## config.mk

```make
export PLATFORM = sky130hd
export DESIGN_NAME = pmc_power_mode_clock_manager
export DESIGN_NICKNAME = d
export VERILOG_FILES = /design/src/hw/pmc_pkg.sv /design/src/hw/pmc_power_mode_clock_manager.sv
export SDC_FILE = /design/constraint.sdc
export NUM_CORES = 1
export LEC_CHECK = 0
export ABC_AREA = 1
export BUFFER_PORTS_ARGS = -buffer_cell sky130_fd_sc_hd__buf_2
export CORE_UTILIZATION = 33
export DETAILED_ROUTE_END_ITERATION = 8
export PLACE_DENSITY = 0.52
export SYNTH_ARGS = -nofsm -noshare
export SYNTH_HDL_FRONTEND = slang
export SYNTH_SLANG_ARGS = --single-unit
export TNS_END_PERCENT = 50
```

## constraint.sdc

```tcl
create_clock -name mclk -period 1.7 [get_ports mclk]
set_clock_uncertainty 0.05 [all_clocks]
set_input_delay 0.255 -clock mclk [delete_from_list [all_inputs] [get_ports mclk]]
set_output_delay 0.255 -clock mclk [all_outputs]
set_load 0.02 [all_outputs]
```

## src/hw/pmc_pkg.sv

```systemverilog
// constants, field layouts and carrier types of the power-mode clock manager
// assumes a single 100 MHz system clock and an apb master on the same clock
//
// Contract
// - primary oscillator runs only in primary modes
// - secondary modes run and use secondary oscillator
// - secondary oscillator may run in every mode
// - internal modes clock from internal rc oscillator
// - sleep stops all sources except kept ones
// - watchdog enabled keeps internal rc running
// - fixed power-up timer holds reset, always on
// - crystal start-up counts 1024 primary cycles
// - cpu ready delay before first instruction
// - external clock sleep drives output pin low
// - idle bit 7, select field bits 1:0
// - select write switches source when it runs
// - sleep trigger enters sleep or matching idle
// - sleep clocks neither cpu nor peripherals
// - select codes 10/01/11; run clocks everything
// - idle stops cpu, peripherals keep selected source
// - switch pauses two old, three new cycles
// - status bits show primary or secondary source
// - each sleep trigger reads current idle bit
// - every reset clears select field to 00
// - select 00 follows default-source configuration bit
package pmc_pkg;
   ////////////////////////////////////////////////////////////////////////////////
   // timing
   localparam int CLK_PERIOD_NS = 10;
   localparam int POWER_UP_TIMER_TIME_US = 64;
   localparam int POWER_UP_TIMER_CYCLES = (POWER_UP_TIMER_TIME_US * 1000 + CLK_PERIOD_NS - 1) / CLK_PERIOD_NS;
   localparam int READY_TIME_US = 10;
   localparam int READY_CYCLES = (READY_TIME_US * 1000 + CLK_PERIOD_NS - 1) / CLK_PERIOD_NS;
   localparam int CNT_W = 16;
   localparam logic [CNT_W-1:0] READY_LAST = 16'(READY_CYCLES - 1);
   localparam logic [CNT_W-1:0] OST_LAST = 16'h03ff;
   localparam logic [CNT_W-1:0] SW_OLD_LAST = 16'h0001;
   localparam logic [CNT_W-1:0] SW_NEW_LAST = 16'h0002;
   ////////////////////////////////////////////////////////////////////////////////
   // register map
   localparam int ADDR_W = 12;
   localparam logic [ADDR_W-1:0] ADDR_OSC_CTRL = 12'h000;
   localparam logic [ADDR_W-1:0] ADDR_TMR_CTRL = 12'h004;
   localparam logic [ADDR_W-1:0] ADDR_CONFIG = 12'h008;
   localparam logic [ADDR_W-1:0] ADDR_STATUS = 12'h00c;
   localparam int OSC_IDLE_BIT = 7;
   localparam int OSC_PRI_STAT_BIT = 3;
   localparam int OSC_SEL_LSB = 0;
   localparam int TMR_SECRUN_BIT = 6;
   localparam int TMR_SECEN_BIT = 3;
   localparam int CFG_DEFSRC_BIT = 0;
   localparam int CFG_EXTCLK_BIT = 1;
   localparam int CFG_WDT_BIT = 2;
   localparam int STAT_STATE_LSB = 0;
   localparam int STAT_HOLD_BIT = 4;
   localparam int STAT_READY_BIT = 5;
   localparam logic [1:0] SEL_DEFAULT = 2'h0;
   localparam logic [1:0] SEL_SEC = 2'h1;
   localparam logic [1:0] SEL_PRI = 2'h2;
   localparam logic [1:0] SEL_RC = 2'h3;
   localparam logic SEL_RESET_IDLE = 1'b0;
   localparam logic DEFSRC_RESET = 1'b1;
   ////////////////////////////////////////////////////////////////////////////////
   // types
   typedef enum logic [1:0] {SRC_NONE, SRC_PRI, SRC_SEC, SRC_RC} pmc_src_t;
   typedef enum logic [3:0] {ST_PWRUP, ST_OST, ST_READY, ST_RUN, ST_START, ST_SW_OLD, ST_SW_NEW,
                             ST_IDLE, ST_SLEEP} pmc_state_t;
   typedef struct packed {
      logic psel;
      logic penable;
      logic pwrite;
      logic [ADDR_W-1:0] paddr;
      logic [31:0] pwdata;
   } pmc_apb_req_t;
   typedef struct packed {
      logic [31:0] prdata;
      logic pready;
      logic pslverr;
   } pmc_apb_rsp_t;
   typedef struct packed {
      logic cpuClkEn;
      logic periphClkEn;
      logic priOscEnable;
      logic secOscRun;
      logic rcOscEnable;
      pmc_src_t source;
   } pmc_clk_t;
   typedef struct packed {
      logic idleSel;
      logic [1:0] srcSel;
      logic secEnable;
      logic defaultCfg;
      logic extClkMode;
      logic wdtEnable;
      logic porBoot;
      pmc_state_t state;
      pmc_src_t active;
      pmc_src_t target;
      logic [CNT_W-1:0] count;
      logic [2:0] sync1;
      logic [2:0] sync2;
      logic [2:0] sync3;
      logic [2:0] filt;
      logic [1:0] div;
      logic outPin;
      logic [31:0] prdata;
      logic slverr;
   } pmc_regs_t;
endpackage

```

## src/hw/pmc_power_mode_clock_manager.sv

```systemverilog
// power-mode controller: picks cpu/peripheral clocking and source, switches glitch-free
// assumes oscillator outputs arrive as asynchronous pins; sleep/wake pulses come from core logic on mclk
//
// Added by the designer: the placing of the registers and the APB slave port.
module pmc_power_mode_clock_manager #(
   parameter int PWR_UP_CYCLES = pmc_pkg::POWER_UP_TIMER_CYCLES
) (
   // clock and reset
   input wire logic mclk,
   input wire logic rst_n,
   // register bus
   input wire pmc_pkg::pmc_apb_req_t apbReq,
   output pmc_pkg::pmc_apb_rsp_t apbRsp,
   // core events
   input wire logic sleepExec,
   input wire logic wakeEvent,
   // oscillator pins: 0 primary, 1 secondary, 2 internal rc
   input wire logic [2:0] oscIn,
   // clock control
   output pmc_pkg::pmc_clk_t clocks,
   output logic resetHold,
   output logic cpuReady,
   output logic primaryClockStatus,
   output logic secondaryRunStatus,
   // crystal output pin
   output logic crystalOutPin,
   output logic crystalOutEn
);
   localparam logic [pmc_pkg::CNT_W-1:0] PWR_LAST = 16'(PWR_UP_CYCLES - 1);

   pmc_pkg::pmc_regs_t st;
   pmc_pkg::pmc_regs_t next_;
   logic [1:0] rstSync;
   logic rstInt_n;
   logic [2:0] rise;
   logic wr;
   logic rdSetup;
   pmc_pkg::pmc_src_t tgt;

   function automatic pmc_pkg::pmc_src_t srcOf(input logic [1:0] sel, input logic defCfg);
      case (sel)
         pmc_pkg::SEL_PRI: srcOf = pmc_pkg::SRC_PRI;
         pmc_pkg::SEL_SEC: srcOf = pmc_pkg::SRC_SEC;
         pmc_pkg::SEL_RC: srcOf = pmc_pkg::SRC_RC;
         default: srcOf = defCfg ? pmc_pkg::SRC_PRI : pmc_pkg::SRC_RC;
      endcase
   endfunction

   function automatic logic tickOf(input pmc_pkg::pmc_src_t src, input logic [2:0] edges);
      case (src)
         pmc_pkg::SRC_PRI: tickOf = edges[0];
         pmc_pkg::SRC_SEC: tickOf = edges[1];
         pmc_pkg::SRC_RC: tickOf = edges[2];
         default: tickOf = 1'b0;
      endcase
   endfunction

   function automatic logic needsOst(input pmc_pkg::pmc_src_t src, input logic extClk);
      needsOst = (src == pmc_pkg::SRC_PRI) && !extClk;
   endfunction

   ////////////////////////////////////////////////////////////////////////////////
   // reset release
   always_ff @(posedge mclk or negedge rst_n) begin
      if (!rst_n) begin
         rstSync <= 2'h0;
      end else begin
         rstSync <= {rstSync[0], 1'b1};
      end
   end
   assign rstInt_n = rstSync[1];

   ////////////////////////////////////////////////////////////////////////////////
   // decode helpers
   // an edge counts once the second and third stages agree; the first stage feeds only the second
   assign rise = st.sync2 & st.sync3 & ~st.filt;
   assign wr = apbReq.psel && apbReq.penable && apbReq.pwrite;
   assign rdSetup = apbReq.psel && !apbReq.penable;
   assign tgt = srcOf(st.srcSel, st.defaultCfg);

   ////////////////////////////////////////////////////////////////////////////////
   // next state
   always_comb begin
      next_ = st;
      next_.sync1 = oscIn;
      next_.sync2 = st.sync1;
      next_.sync3 = st.sync2;
      for (int i = 0; i < 3; i++) begin
         if (st.sync2[i] == st.sync3[i]) begin
            next_.filt[i] = st.sync3[i];
         end
      end
      // crystal output carries primary clock divided by four, held low in sleep
      if (rise[0]) begin
         next_.div = st.div + 2'h1;
      end
      next_.outPin = (st.extClkMode && st.state != pmc_pkg::ST_SLEEP) ? st.div[1] : 1'b0;

      // register writes take effect at the access edge
      if (wr) begin
         case (apbReq.paddr)
            pmc_pkg::ADDR_OSC_CTRL: begin
               next_.idleSel = apbReq.pwdata[pmc_pkg::OSC_IDLE_BIT];
               // selecting a stopped secondary oscillator would hang the clock, so it is dropped
               if (!(apbReq.pwdata[pmc_pkg::OSC_SEL_LSB +: 2] == pmc_pkg::SEL_SEC && !st.secEnable)) begin
                  next_.srcSel = apbReq.pwdata[pmc_pkg::OSC_SEL_LSB +: 2];
               end
            end
            pmc_pkg::ADDR_TMR_CTRL: begin
               next_.secEnable = apbReq.pwdata[pmc_pkg::TMR_SECEN_BIT];
            end
            pmc_pkg::ADDR_CONFIG: begin
               next_.defaultCfg = apbReq.pwdata[pmc_pkg::CFG_DEFSRC_BIT];
               next_.extClkMode = apbReq.pwdata[pmc_pkg::CFG_EXTCLK_BIT];
               next_.wdtEnable = apbReq.pwdata[pmc_pkg::CFG_WDT_BIT];
            end
            default: begin
            end
         endcase
      end

      // read data is prepared in the setup cycle so the access phase needs no wait state
      if (rdSetup) begin
         next_.prdata = 32'h0000_0000;
         next_.slverr = 1'b0;
         case (apbReq.paddr)
            pmc_pkg::ADDR_OSC_CTRL: begin
               next_.prdata[pmc_pkg::OSC_IDLE_BIT] = st.idleSel;
               next_.prdata[pmc_pkg::OSC_PRI_STAT_BIT] = (st.active == pmc_pkg::SRC_PRI);
               next_.prdata[pmc_pkg::OSC_SEL_LSB +: 2] = st.srcSel;
            end
            pmc_pkg::ADDR_TMR_CTRL: begin
               next_.prdata[pmc_pkg::TMR_SECRUN_BIT] = (st.active == pmc_pkg::SRC_SEC);
               next_.prdata[pmc_pkg::TMR_SECEN_BIT] = st.secEnable;
            end
            pmc_pkg::ADDR_CONFIG: begin
               next_.prdata[pmc_pkg::CFG_DEFSRC_BIT] = st.defaultCfg;
               next_.prdata[pmc_pkg::CFG_EXTCLK_BIT] = st.extClkMode;
               next_.prdata[pmc_pkg::CFG_WDT_BIT] = st.wdtEnable;
            end
            pmc_pkg::ADDR_STATUS: begin
               next_.prdata[pmc_pkg::STAT_STATE_LSB +: 4] = st.state;
               next_.prdata[pmc_pkg::STAT_HOLD_BIT] = resetHold;
               next_.prdata[pmc_pkg::STAT_READY_BIT] = cpuReady;
            end
            default: begin
               next_.slverr = 1'b1;
            end
         endcase
      end

      // mode sequencing
      case (st.state)
         pmc_pkg::ST_PWRUP: begin
            next_.count = st.count + 16'h0001;
            if (st.count == PWR_LAST) begin
               next_.count = '0;
               next_.target = tgt;
               next_.state = needsOst(tgt, st.extClkMode) ? pmc_pkg::ST_OST : pmc_pkg::ST_READY;
            end
         end
         pmc_pkg::ST_OST: begin
            if (rise[0]) begin
               next_.count = st.count + 16'h0001;
               if (st.count == pmc_pkg::OST_LAST) begin
                  next_.count = '0;
                  next_.state = pmc_pkg::ST_READY;
               end
            end
         end
         pmc_pkg::ST_READY: begin
            next_.count = st.count + 16'h0001;
            if (st.count == pmc_pkg::READY_LAST) begin
               next_.count = '0;
               next_.active = st.target;
               next_.porBoot = 1'b0;
               next_.state = pmc_pkg::ST_RUN;
            end
         end
         pmc_pkg::ST_RUN: begin
            if (sleepExec) begin
               // idle bit is read at the trigger itself, so every sleep follows the current setting
               if (st.idleSel) begin
                  next_.state = pmc_pkg::ST_IDLE;
               end else begin
                  next_.state = pmc_pkg::ST_SLEEP;
                  next_.active = pmc_pkg::SRC_NONE;
                  next_.target = pmc_pkg::SRC_NONE;
               end
            end else if (tgt != st.active) begin
               next_.target = tgt;
               next_.count = '0;
               next_.state = needsOst(tgt, st.extClkMode) ? pmc_pkg::ST_START : pmc_pkg::ST_SW_OLD;
            end
         end
         pmc_pkg::ST_START: begin
            // the old source keeps clocking while the crystal comes up
            if (rise[0]) begin
               next_.count = st.count + 16'h0001;
               if (st.count == pmc_pkg::OST_LAST) begin
                  next_.count = '0;
                  next_.state = pmc_pkg::ST_SW_OLD;
               end
            end
         end
         pmc_pkg::ST_SW_OLD: begin
            if (tickOf(st.active, rise)) begin
               next_.count = st.count + 16'h0001;
               if (st.count == pmc_pkg::SW_OLD_LAST) begin
                  next_.count = '0;
                  next_.state = pmc_pkg::ST_SW_NEW;
               end
            end
         end
         pmc_pkg::ST_SW_NEW: begin
            if (tickOf(st.target, rise)) begin
               next_.count = st.count + 16'h0001;
               if (st.count == pmc_pkg::SW_NEW_LAST) begin
                  next_.count = '0;
                  next_.active = st.target;
                  next_.state = pmc_pkg::ST_RUN;
               end
            end
         end
         pmc_pkg::ST_IDLE: begin
            if (wakeEvent) begin
               next_.count = '0;
               next_.state = pmc_pkg::ST_READY;
            end
         end
         pmc_pkg::ST_SLEEP: begin
            if (wakeEvent) begin
               next_.count = '0;
               next_.target = tgt;
               next_.state = needsOst(tgt, st.extClkMode) ? pmc_pkg::ST_OST : pmc_pkg::ST_READY;
            end
         end
         default: begin
            next_.state = pmc_pkg::ST_PWRUP;
         end
      endcase
   end

   ////////////////////////////////////////////////////////////////////////////////
   // state register
   always_ff @(posedge mclk or negedge rstInt_n) begin
      if (!rstInt_n) begin
         st <= '0;
         st.idleSel <= pmc_pkg::SEL_RESET_IDLE;
         st.srcSel <= pmc_pkg::SEL_DEFAULT;
         st.defaultCfg <= pmc_pkg::DEFSRC_RESET;
         st.porBoot <= 1'b1;
         st.state <= pmc_pkg::ST_PWRUP;
         st.active <= pmc_pkg::SRC_RC;
         st.target <= pmc_pkg::SRC_RC;
      end else begin
         st <= next_;
      end
   end

   ////////////////////////////////////////////////////////////////////////////////
   // outputs
   always_comb begin
      clocks.cpuClkEn = (st.state == pmc_pkg::ST_RUN) || (st.state == pmc_pkg::ST_START);
      clocks.periphClkEn = clocks.cpuClkEn || (st.state == pmc_pkg::ST_IDLE) ||
                           (st.state == pmc_pkg::ST_READY);
      clocks.priOscEnable = (st.state != pmc_pkg::ST_SLEEP) &&
                            ((st.active == pmc_pkg::SRC_PRI) || (st.target == pmc_pkg::SRC_PRI));
      clocks.secOscRun = st.secEnable;
      clocks.rcOscEnable = st.wdtEnable || (st.state == pmc_pkg::ST_PWRUP) ||
                           (st.active == pmc_pkg::SRC_RC) || (st.target == pmc_pkg::SRC_RC);
      if (clocks.cpuClkEn || st.state == pmc_pkg::ST_IDLE) begin
         clocks.source = st.active;
      end else if (st.state == pmc_pkg::ST_READY) begin
         clocks.source = st.target;
      end else begin
         clocks.source = pmc_pkg::SRC_NONE;
      end
   end
   assign resetHold = st.porBoot && ((st.state == pmc_pkg::ST_PWRUP) || (st.state == pmc_pkg::ST_OST));
   assign cpuReady = (st.state == pmc_pkg::ST_RUN);
   assign primaryClockStatus = (st.active == pmc_pkg::SRC_PRI);
   assign secondaryRunStatus = (st.active == pmc_pkg::SRC_SEC);
   assign crystalOutPin = st.outPin;
   assign crystalOutEn = st.extClkMode;
   assign apbRsp.prdata = st.prdata;
   assign apbRsp.pready = 1'b1;
   assign apbRsp.pslverr = st.slverr;

   ////////////////////////////////////////////////////////////////////////////////
   // checks
   logic [10:0] ostSeen;
   always_ff @(posedge mclk or negedge rstInt_n) begin
      if (!rstInt_n) begin
         ostSeen <= 11'h000;
      end else if (st.state == pmc_pkg::ST_OST) begin
         ostSeen <= ostSeen + {10'h000, rise[0]};
      end else begin
         ostSeen <= 11'h000;
      end
   end

   a_ost_full_count: assert property (@(posedge mclk) disable iff (!rstInt_n)
      (st.state == pmc_pkg::ST_OST && next_.state == pmc_pkg::ST_READY) |-> (ostSeen == 11'h3ff && rise[0]))
      else $error("start-up timer ended before 1024 primary edges");
   a_sleep_no_clocks: assert property (@(posedge mclk) disable iff (!rstInt_n)
      (st.state == pmc_pkg::ST_SLEEP) |-> (!clocks.cpuClkEn && !clocks.periphClkEn &&
                                            !clocks.priOscEnable && clocks.source == pmc_pkg::SRC_NONE))
      else $error("clock active in sleep");
   a_idle_cpu_off: assert property (@(posedge mclk) disable iff (!rstInt_n)
      (st.state == pmc_pkg::ST_IDLE) |-> (!clocks.cpuClkEn && clocks.periphClkEn && clocks.source == tgt))
      else $error("idle clocking wrong");
   a_wdt_keeps_rc: assert property (@(posedge mclk) disable iff (!rstInt_n)
      st.wdtEnable |-> clocks.rcOscEnable)
      else $error("internal rc stopped with watchdog on");
   a_status_in_pause: assert property (@(posedge mclk) disable iff (!rstInt_n)
      (st.state == pmc_pkg::ST_SW_OLD) |=> $stable(primaryClockStatus) && $stable(secondaryRunStatus))
      else $error("status moved during switch pause");
   a_sleep_entry: assert property (@(posedge mclk) disable iff (!rstInt_n)
      (st.state == pmc_pkg::ST_RUN && sleepExec && !st.idleSel) |=>
         (st.state == pmc_pkg::ST_SLEEP && !primaryClockStatus && !secondaryRunStatus))
      else $error("sleep trigger did not enter sleep");
   a_pin_low_sleep: assert property (@(posedge mclk) disable iff (!rstInt_n)
      (st.state == pmc_pkg::ST_SLEEP) [*2] |-> !crystalOutPin)
      else $error("crystal output not low in sleep");
   a_select_reset: assert property (@(posedge mclk)
      $rose(rstInt_n) |-> (st.srcSel == pmc_pkg::SEL_DEFAULT && resetHold))
      else $error("select field not cleared by reset");
   a_sec_ignored: assert property (@(posedge mclk) disable iff (!rstInt_n)
      (wr && apbReq.paddr == pmc_pkg::ADDR_OSC_CTRL && !st.secEnable &&
       apbReq.pwdata[1:0] == pmc_pkg::SEL_SEC) |=> $stable(st.srcSel))
      else $error("disabled secondary oscillator was selected");
   a_run_clocks: assert property (@(posedge mclk) disable iff (!rstInt_n)
      cpuReady |-> (clocks.periphClkEn && clocks.source == st.active && st.active != pmc_pkg::SRC_NONE))
      else $error("run mode without clocks");

   a_primary_idle_mode_on: assert property (@(posedge mclk) disable iff (!rstInt_n)
      (st.state == pmc_pkg::ST_IDLE) |-> (clocks.priOscEnable == (st.active == pmc_pkg::SRC_PRI)))
      else $error("primary enable wrong in idle");

   a_secondary_run_mode_clock: assert property (@(posedge mclk) disable iff (!rstInt_n)
      (cpuReady && st.active == pmc_pkg::SRC_SEC) |-> (clocks.secOscRun && clocks.source == pmc_pkg::SRC_SEC))
      else $error("secondary run without secondary clock");

   a_internal_run_mode_clock: assert property (@(posedge mclk) disable iff (!rstInt_n)
      (cpuReady && st.active == pmc_pkg::SRC_RC) |-> (clocks.rcOscEnable && clocks.source == pmc_pkg::SRC_RC))
      else $error("internal run without internal clock");

   a_ost_crystal: assert property (@(posedge mclk) disable iff (!rstInt_n)
      (st.state == pmc_pkg::ST_OST) |-> (!st.extClkMode && st.target == pmc_pkg::SRC_PRI))
      else $error("start-up timer outside crystal primary");

   a_ready_cpu_off: assert property (@(posedge mclk) disable iff (!rstInt_n)
      (st.state == pmc_pkg::ST_READY) |-> (!clocks.cpuClkEn && !cpuReady))
      else $error("cpu clocked during ready delay");

   a_select_switch: assert property (@(posedge mclk) disable iff (!rstInt_n)
      (cpuReady && !sleepExec && tgt != st.active) |=>
         (st.state == pmc_pkg::ST_SW_OLD || st.state == pmc_pkg::ST_START))
      else $error("select change did not start a switch");

   a_idle_entry: assert property (@(posedge mclk) disable iff (!rstInt_n)
      (cpuReady && sleepExec && st.idleSel) |=>
         (st.state == pmc_pkg::ST_IDLE && $stable(primaryClockStatus) && $stable(secondaryRunStatus)))
      else $error("sleep trigger did not enter idle");

   a_pause_dark: assert property (@(posedge mclk) disable iff (!rstInt_n)
      (st.state == pmc_pkg::ST_SW_OLD || st.state == pmc_pkg::ST_SW_NEW) |->
         (!clocks.periphClkEn && clocks.source == pmc_pkg::SRC_NONE))
      else $error("clock running in switch pause");

   a_status_exact: assert property (@(posedge mclk) disable iff (!rstInt_n)
      cpuReady |-> (primaryClockStatus == (clocks.source == pmc_pkg::SRC_PRI) &&
                    secondaryRunStatus == (clocks.source == pmc_pkg::SRC_SEC)))
      else $error("status bits disagree with source");

   a_default_pick: assert property (@(posedge mclk) disable iff (!rstInt_n)
      (st.srcSel == pmc_pkg::SEL_DEFAULT) |-> (tgt == (st.defaultCfg ? pmc_pkg::SRC_PRI : pmc_pkg::SRC_RC)))
      else $error("default select picked wrong source");
endmodule

```

* After elaboration in Yosys (flattened, before gate mapping)
Cells that the tools add are included.
Word-level totals: output and inout bits 47, flip-flop bits (word level) 58, input bits 54
Cells by class: equal/unequal tests 51, bitwise logic cells 4, add/sub/neg operators 2, mux-type cells 52, reduce and logical (&&, ||, !) cells 35
Operator list (number):
- 16-bit two-way mux | 9
- 16-bit one-hot mux with 8 select lines | 1
- 18-bit two-way mux | 3
- 4-bit two-way mux | 13
- 4-bit one-hot mux with 9 select lines | 1
- 16-bit by 10-bit == test with 1-bit output (second input constant) | 2
- 2-bit inequality test (second input constant) | 13
- 12-bit by 4-bit == test with 1-bit output (second input constant) | 2
- 2-bit one-hot mux with 3 select lines | 4
- 6-bit two-way mux | 3
- 16-bit by 1-bit adder with 16-bit output (second input constant) | 1
- 16-bit by 1-bit == test with 1-bit output (second input constant) | 1
- 16-bit by 13-bit == test with 1-bit output (second input constant) | 1
- 16-bit by 2-bit == test with 1-bit output (second input constant) | 1
- 4-bit by 3-bit == test with 1-bit output (second input constant) | 4
- 2-bit two-way mux | 7
- 13-bit AND reduction | 1
- 12-bit by 3-bit == test with 1-bit output (second input constant) | 1
- 2-bit == test (second input constant) | 6
- 12-bit zero test | 1
- 2-bit by 1-bit == test with 1-bit output (second input constant) | 5
- 1-bit one-hot mux with 3 select lines | 3
- 4-bit by 2-bit == test with 1-bit output (second input constant) | 2
- 1-bit logical AND | 8
- 26 further kinds | 51

* Logic depth before layout (Yosys ltp)
depth in word-level cells 8, mapped depth 14, gate-level depth less buffers 14

* Worst setup path after synthesis
No wires, ideal clock.
kind reg-to-output, start point register st[71] (netlist bit), end point output clocks[0] (netlist bit), slack -0.039 ns, data arrival time 1.434 ns, stages on the path, launching flop included 7, buffers on the path 1, cell sequence dfrtp_1 buf_6 nor2_2 inv_2 nor2_2 inv_1 o21ai_0
RTL lines:
- start: declaration | line pmc_power_mode_clock_manager.sv:31 | pmc_pkg::pmc_regs_t st;
- start signal: assignment | line pmc_power_mode_clock_manager.sv:257 | st <= next_;
- end: declaration | line pmc_power_mode_clock_manager.sv:20 | output pmc_pkg::pmc_clk_t clocks,

==> reports/summary.txt <==
power density cells: 644 mW/mm²
CTS tree: yes
largest family of logic cells by synthesized area: simple AND/OR/NAND/NOR gates
P&R area growth vs syn: 41.2%
filler instances: 1,158
crit-path max cell delay: 420 ps
peak supply drop: 457 µV
failing checks: negative setup slack
CP delay by family, top: flip-flops
Yosys reg bits: 58
Critical Path Fanout Max: 4
Power Total: 3.53 mW
Primary FF master, synth: dfrtp_1
CP Launch Point: st[70]
Final Cycle Share: 1.10
initial antenna violation count: 0
Multi-input gate area: 0.00213 mm²
ant diodes: 0
reg-to-reg endpoint: st[53]
Die H: 110 µm
layout cell share with drive strength beyond 1: 0.419
status: complete, but fails checks
root buf cell: clkbuf_16
Final Cell Area: 0.00548 mm²
via count: 3,554
post-synthesis adder-cell area fraction: 0.0193
WP data arrival: 1570 ps
Mapped Area: 0.00388 mm²
drt drc: 0
Syn Area/Cell: 7.64 µm²
RR Startpoint: st[70]
first-pass GRT wire length: 16,600 µm
number of distinct library cells after synthesis: 39
maximum root-to-sink buffer count: 2
worst setup margin: -178 ps
TritonRoute pass-1 iters: 4
worst setup path endpoint: clocks[0]
top achievable clock speed: 0.533 GHz
Layout Cells excl Fill: 800
Final Max Tran Viols: 0
die area: 0.0122 mm²
First DRT Iteration DRCs: 162
Area after DPL: 0.00461 mm²
vias in the first global route: 3,460
multiplexer area fraction after synthesis: 0.00870
# Max-Cap Violations: 0
row cnt: 39
antenna viol nets, final: 0
final core occ: 0.480
Starting Density: 0.340
Routed WL per cell: 12.5 µm
RSZ-0062 raised after global routing: yes
critical path launch point type: flip-flop
Post-Place Cells: 750
Clock Latency Late Sink: 330 ps
DR vias/cell: 4.44
Total GRT Usage: 0.171
CTS H-tree depth: 3
Buf+Inv Stages, Crit Path: 3
FF-to-FF path depth: 12
worst-path cell with the longest stage delay: dfrtp_1
crit path time final: 1880 ps
RePlAce Congestion: 0.855
crit end category: output pin
HP Class: input pin to flip-flop
WS Path Type: flip-flop to output pin
post-synthesis sequential area ratio: 0.376
FF-to-FF setup slack: -140 ps
CTS Buf Count: 9
Post-Synth Simple-Gate Area: 0.340
sequential cell area: 0.00146 mm²
I/O pin count: 101
cell count along the critical path: 9
port bufs: 48
Critical Path, Cell by Cell: inv_2 > nor2_4 > nand2_4 > nand2_4 > a21oi_4 > inv_2 > nand2_1 > o21ai_1 > buf_4
Die Width: 110 µm
total congestion overflow: 0
nets@finish: 712
pin count of the biggest net entering global routing: 31
Compound-Gate Fraction of Synth Area: 0.0767
Lkg Pwr: 3.00 nW
clk slew on worst S/H paths: 50 ps
Ys Warns: 0
xor and xnor area share after synthesis: 0.0293
worst path required time: 1390 ps
CORE AREA: 0.0114 mm²
Clock Sinks: 58
number of synthesized flops with an enable pin: 0
Mapped Cells: 508
Detailed Place HPWL: 7280 µm
Hold Violations, Final: 0
Routed WL: 9960 µm
Setup-failing EPs final: 30
Async SR Flop Fraction: 1.00
report_power, final:
part / switching (mW) / internal, mW
combinational: 0.153 / 0.0718
sequential: 0.0222 / 1.43
clock: 0.641 / 1.21
through the flow:
step                      hold slack (ps)  TNS (ps)  setup slack (ps)
after floorplan                     -90.6      -397             -38.7
after global placement              -10.4     -2350              -132
after detailed placement            -7.30     -2710              -139
after CTS                            86.2     -3040              -161
after global routing                  105     -5490              -272
final                                93.4     -2590              -178
how the worst min path moves through the flow:
stage	end	startpoint	slack, ps	depth (start not counted)
2_1_floorplan	rstSync[0]	rst_n	-90	0
3_3_place_gp	rstSync[0]	rst_n	-10	1
3_5_place_dp	rstSync[0]	rst_n	-7	1
4_1_cts	st[79]	apbReq[7]	90	3
5_1_grt	clocks[3]	apbReq[3]	110	2
6_report	st[79]	apbReq[7]	90	3
worst register-to-register path, cell delays in order (launching register included):
cell and delay [ps]:
dfrtp_1 420, inv_2 120, nor2_4 60, buf_4 140
nand2_2 60, o21ai_2 70, nor2_2 120, nand3_2 130
nor2_8 250, buf_12 170, nand2_1 50, nand2_1 50
inv_1 40
registers in the layout, summed over array words and instances, names as in the netlist:
| name | cells |
|---|---|
| st | 38 |
| next_ | 6 |
| apbRsp | 9 |
| crystalOutPin | 1 |
| crystalOutEn | 1 |
| rstSync | 2 |
| clocks | 1 |
layout by cell type, fill, tap and decap left out, drive strengths merged:
master	n
nor3	9
xor2	13
and2	1
mux2	3
o21ai	29
o2111ai	2
conb	26
clkbuf	12
a21oi	7
nor2	67
buf	144
clkinvlp	2
dfrtp	52
bufinv	1
nor4	1
clkinv	3
nand2	140
o31ai	3
nand3	51
ha	6
dfstp	6
dlygate4sd3	4
a31oi	1
o211ai	3
inv	67
o21a	1
nand4	3
kinds of logic (layout without fill, tap and decap cells):
logic type                 after synthesis  after routing
AOI/OAI and AO/OA                       46             46
xor gates and xnor gates                13             13
adders and majority gates                6              6
buffers and inverters                  108            233
DFF                                     58             58
muxes                                    3              3
other                                    2             26
and+or+nand+nor                        272            272
synth_stat cells (all sizes together), types with 6 or more instances:
cell type	instances	area share
a21oi	7	0.010
buf	39	0.080
dfrtp	52	0.34
dfstp	6	0.041
ha	6	0.019
inv	66	0.064
nand2	140	0.15
nand3	51	0.082
nor2	67	0.085
nor3	9	0.013
o21ai	29	0.047
xor2	13	0.029
final cells by class:
cell class / instances / area share
clock inverter: 4 / 0.00913
inverter: 69 / 0.0497
tap: 143 / 0.0326
timing repair buffer: 148 / 0.206
clock buffer: 12 / 0.0468
sequential: 58 / 0.267
multi-input combinational: 366 / 0.389
timing repair:
action                                 4_1_cts  5_1_grt
gates resized for setup                     57       39
hold buffers                                 4        0
setup endpoints to repair                   33       33
endpoints found under the hold margin        5        0
pin swaps                                   12       11
setup buffers                               22        8
routing by layer:
layer | track usage | vias to the layer above | wire [µm]
li1 | - | 1832 | -
met4 | 0.0764 | 0 | 197
met3 | 0.0263 | 13 | 315
met2 | 0.283 | 80 | 4860
met1 | 0.220 | 1629 | 4580
met5 | 0 | - | 0
(Power assumes the default switching activity.)
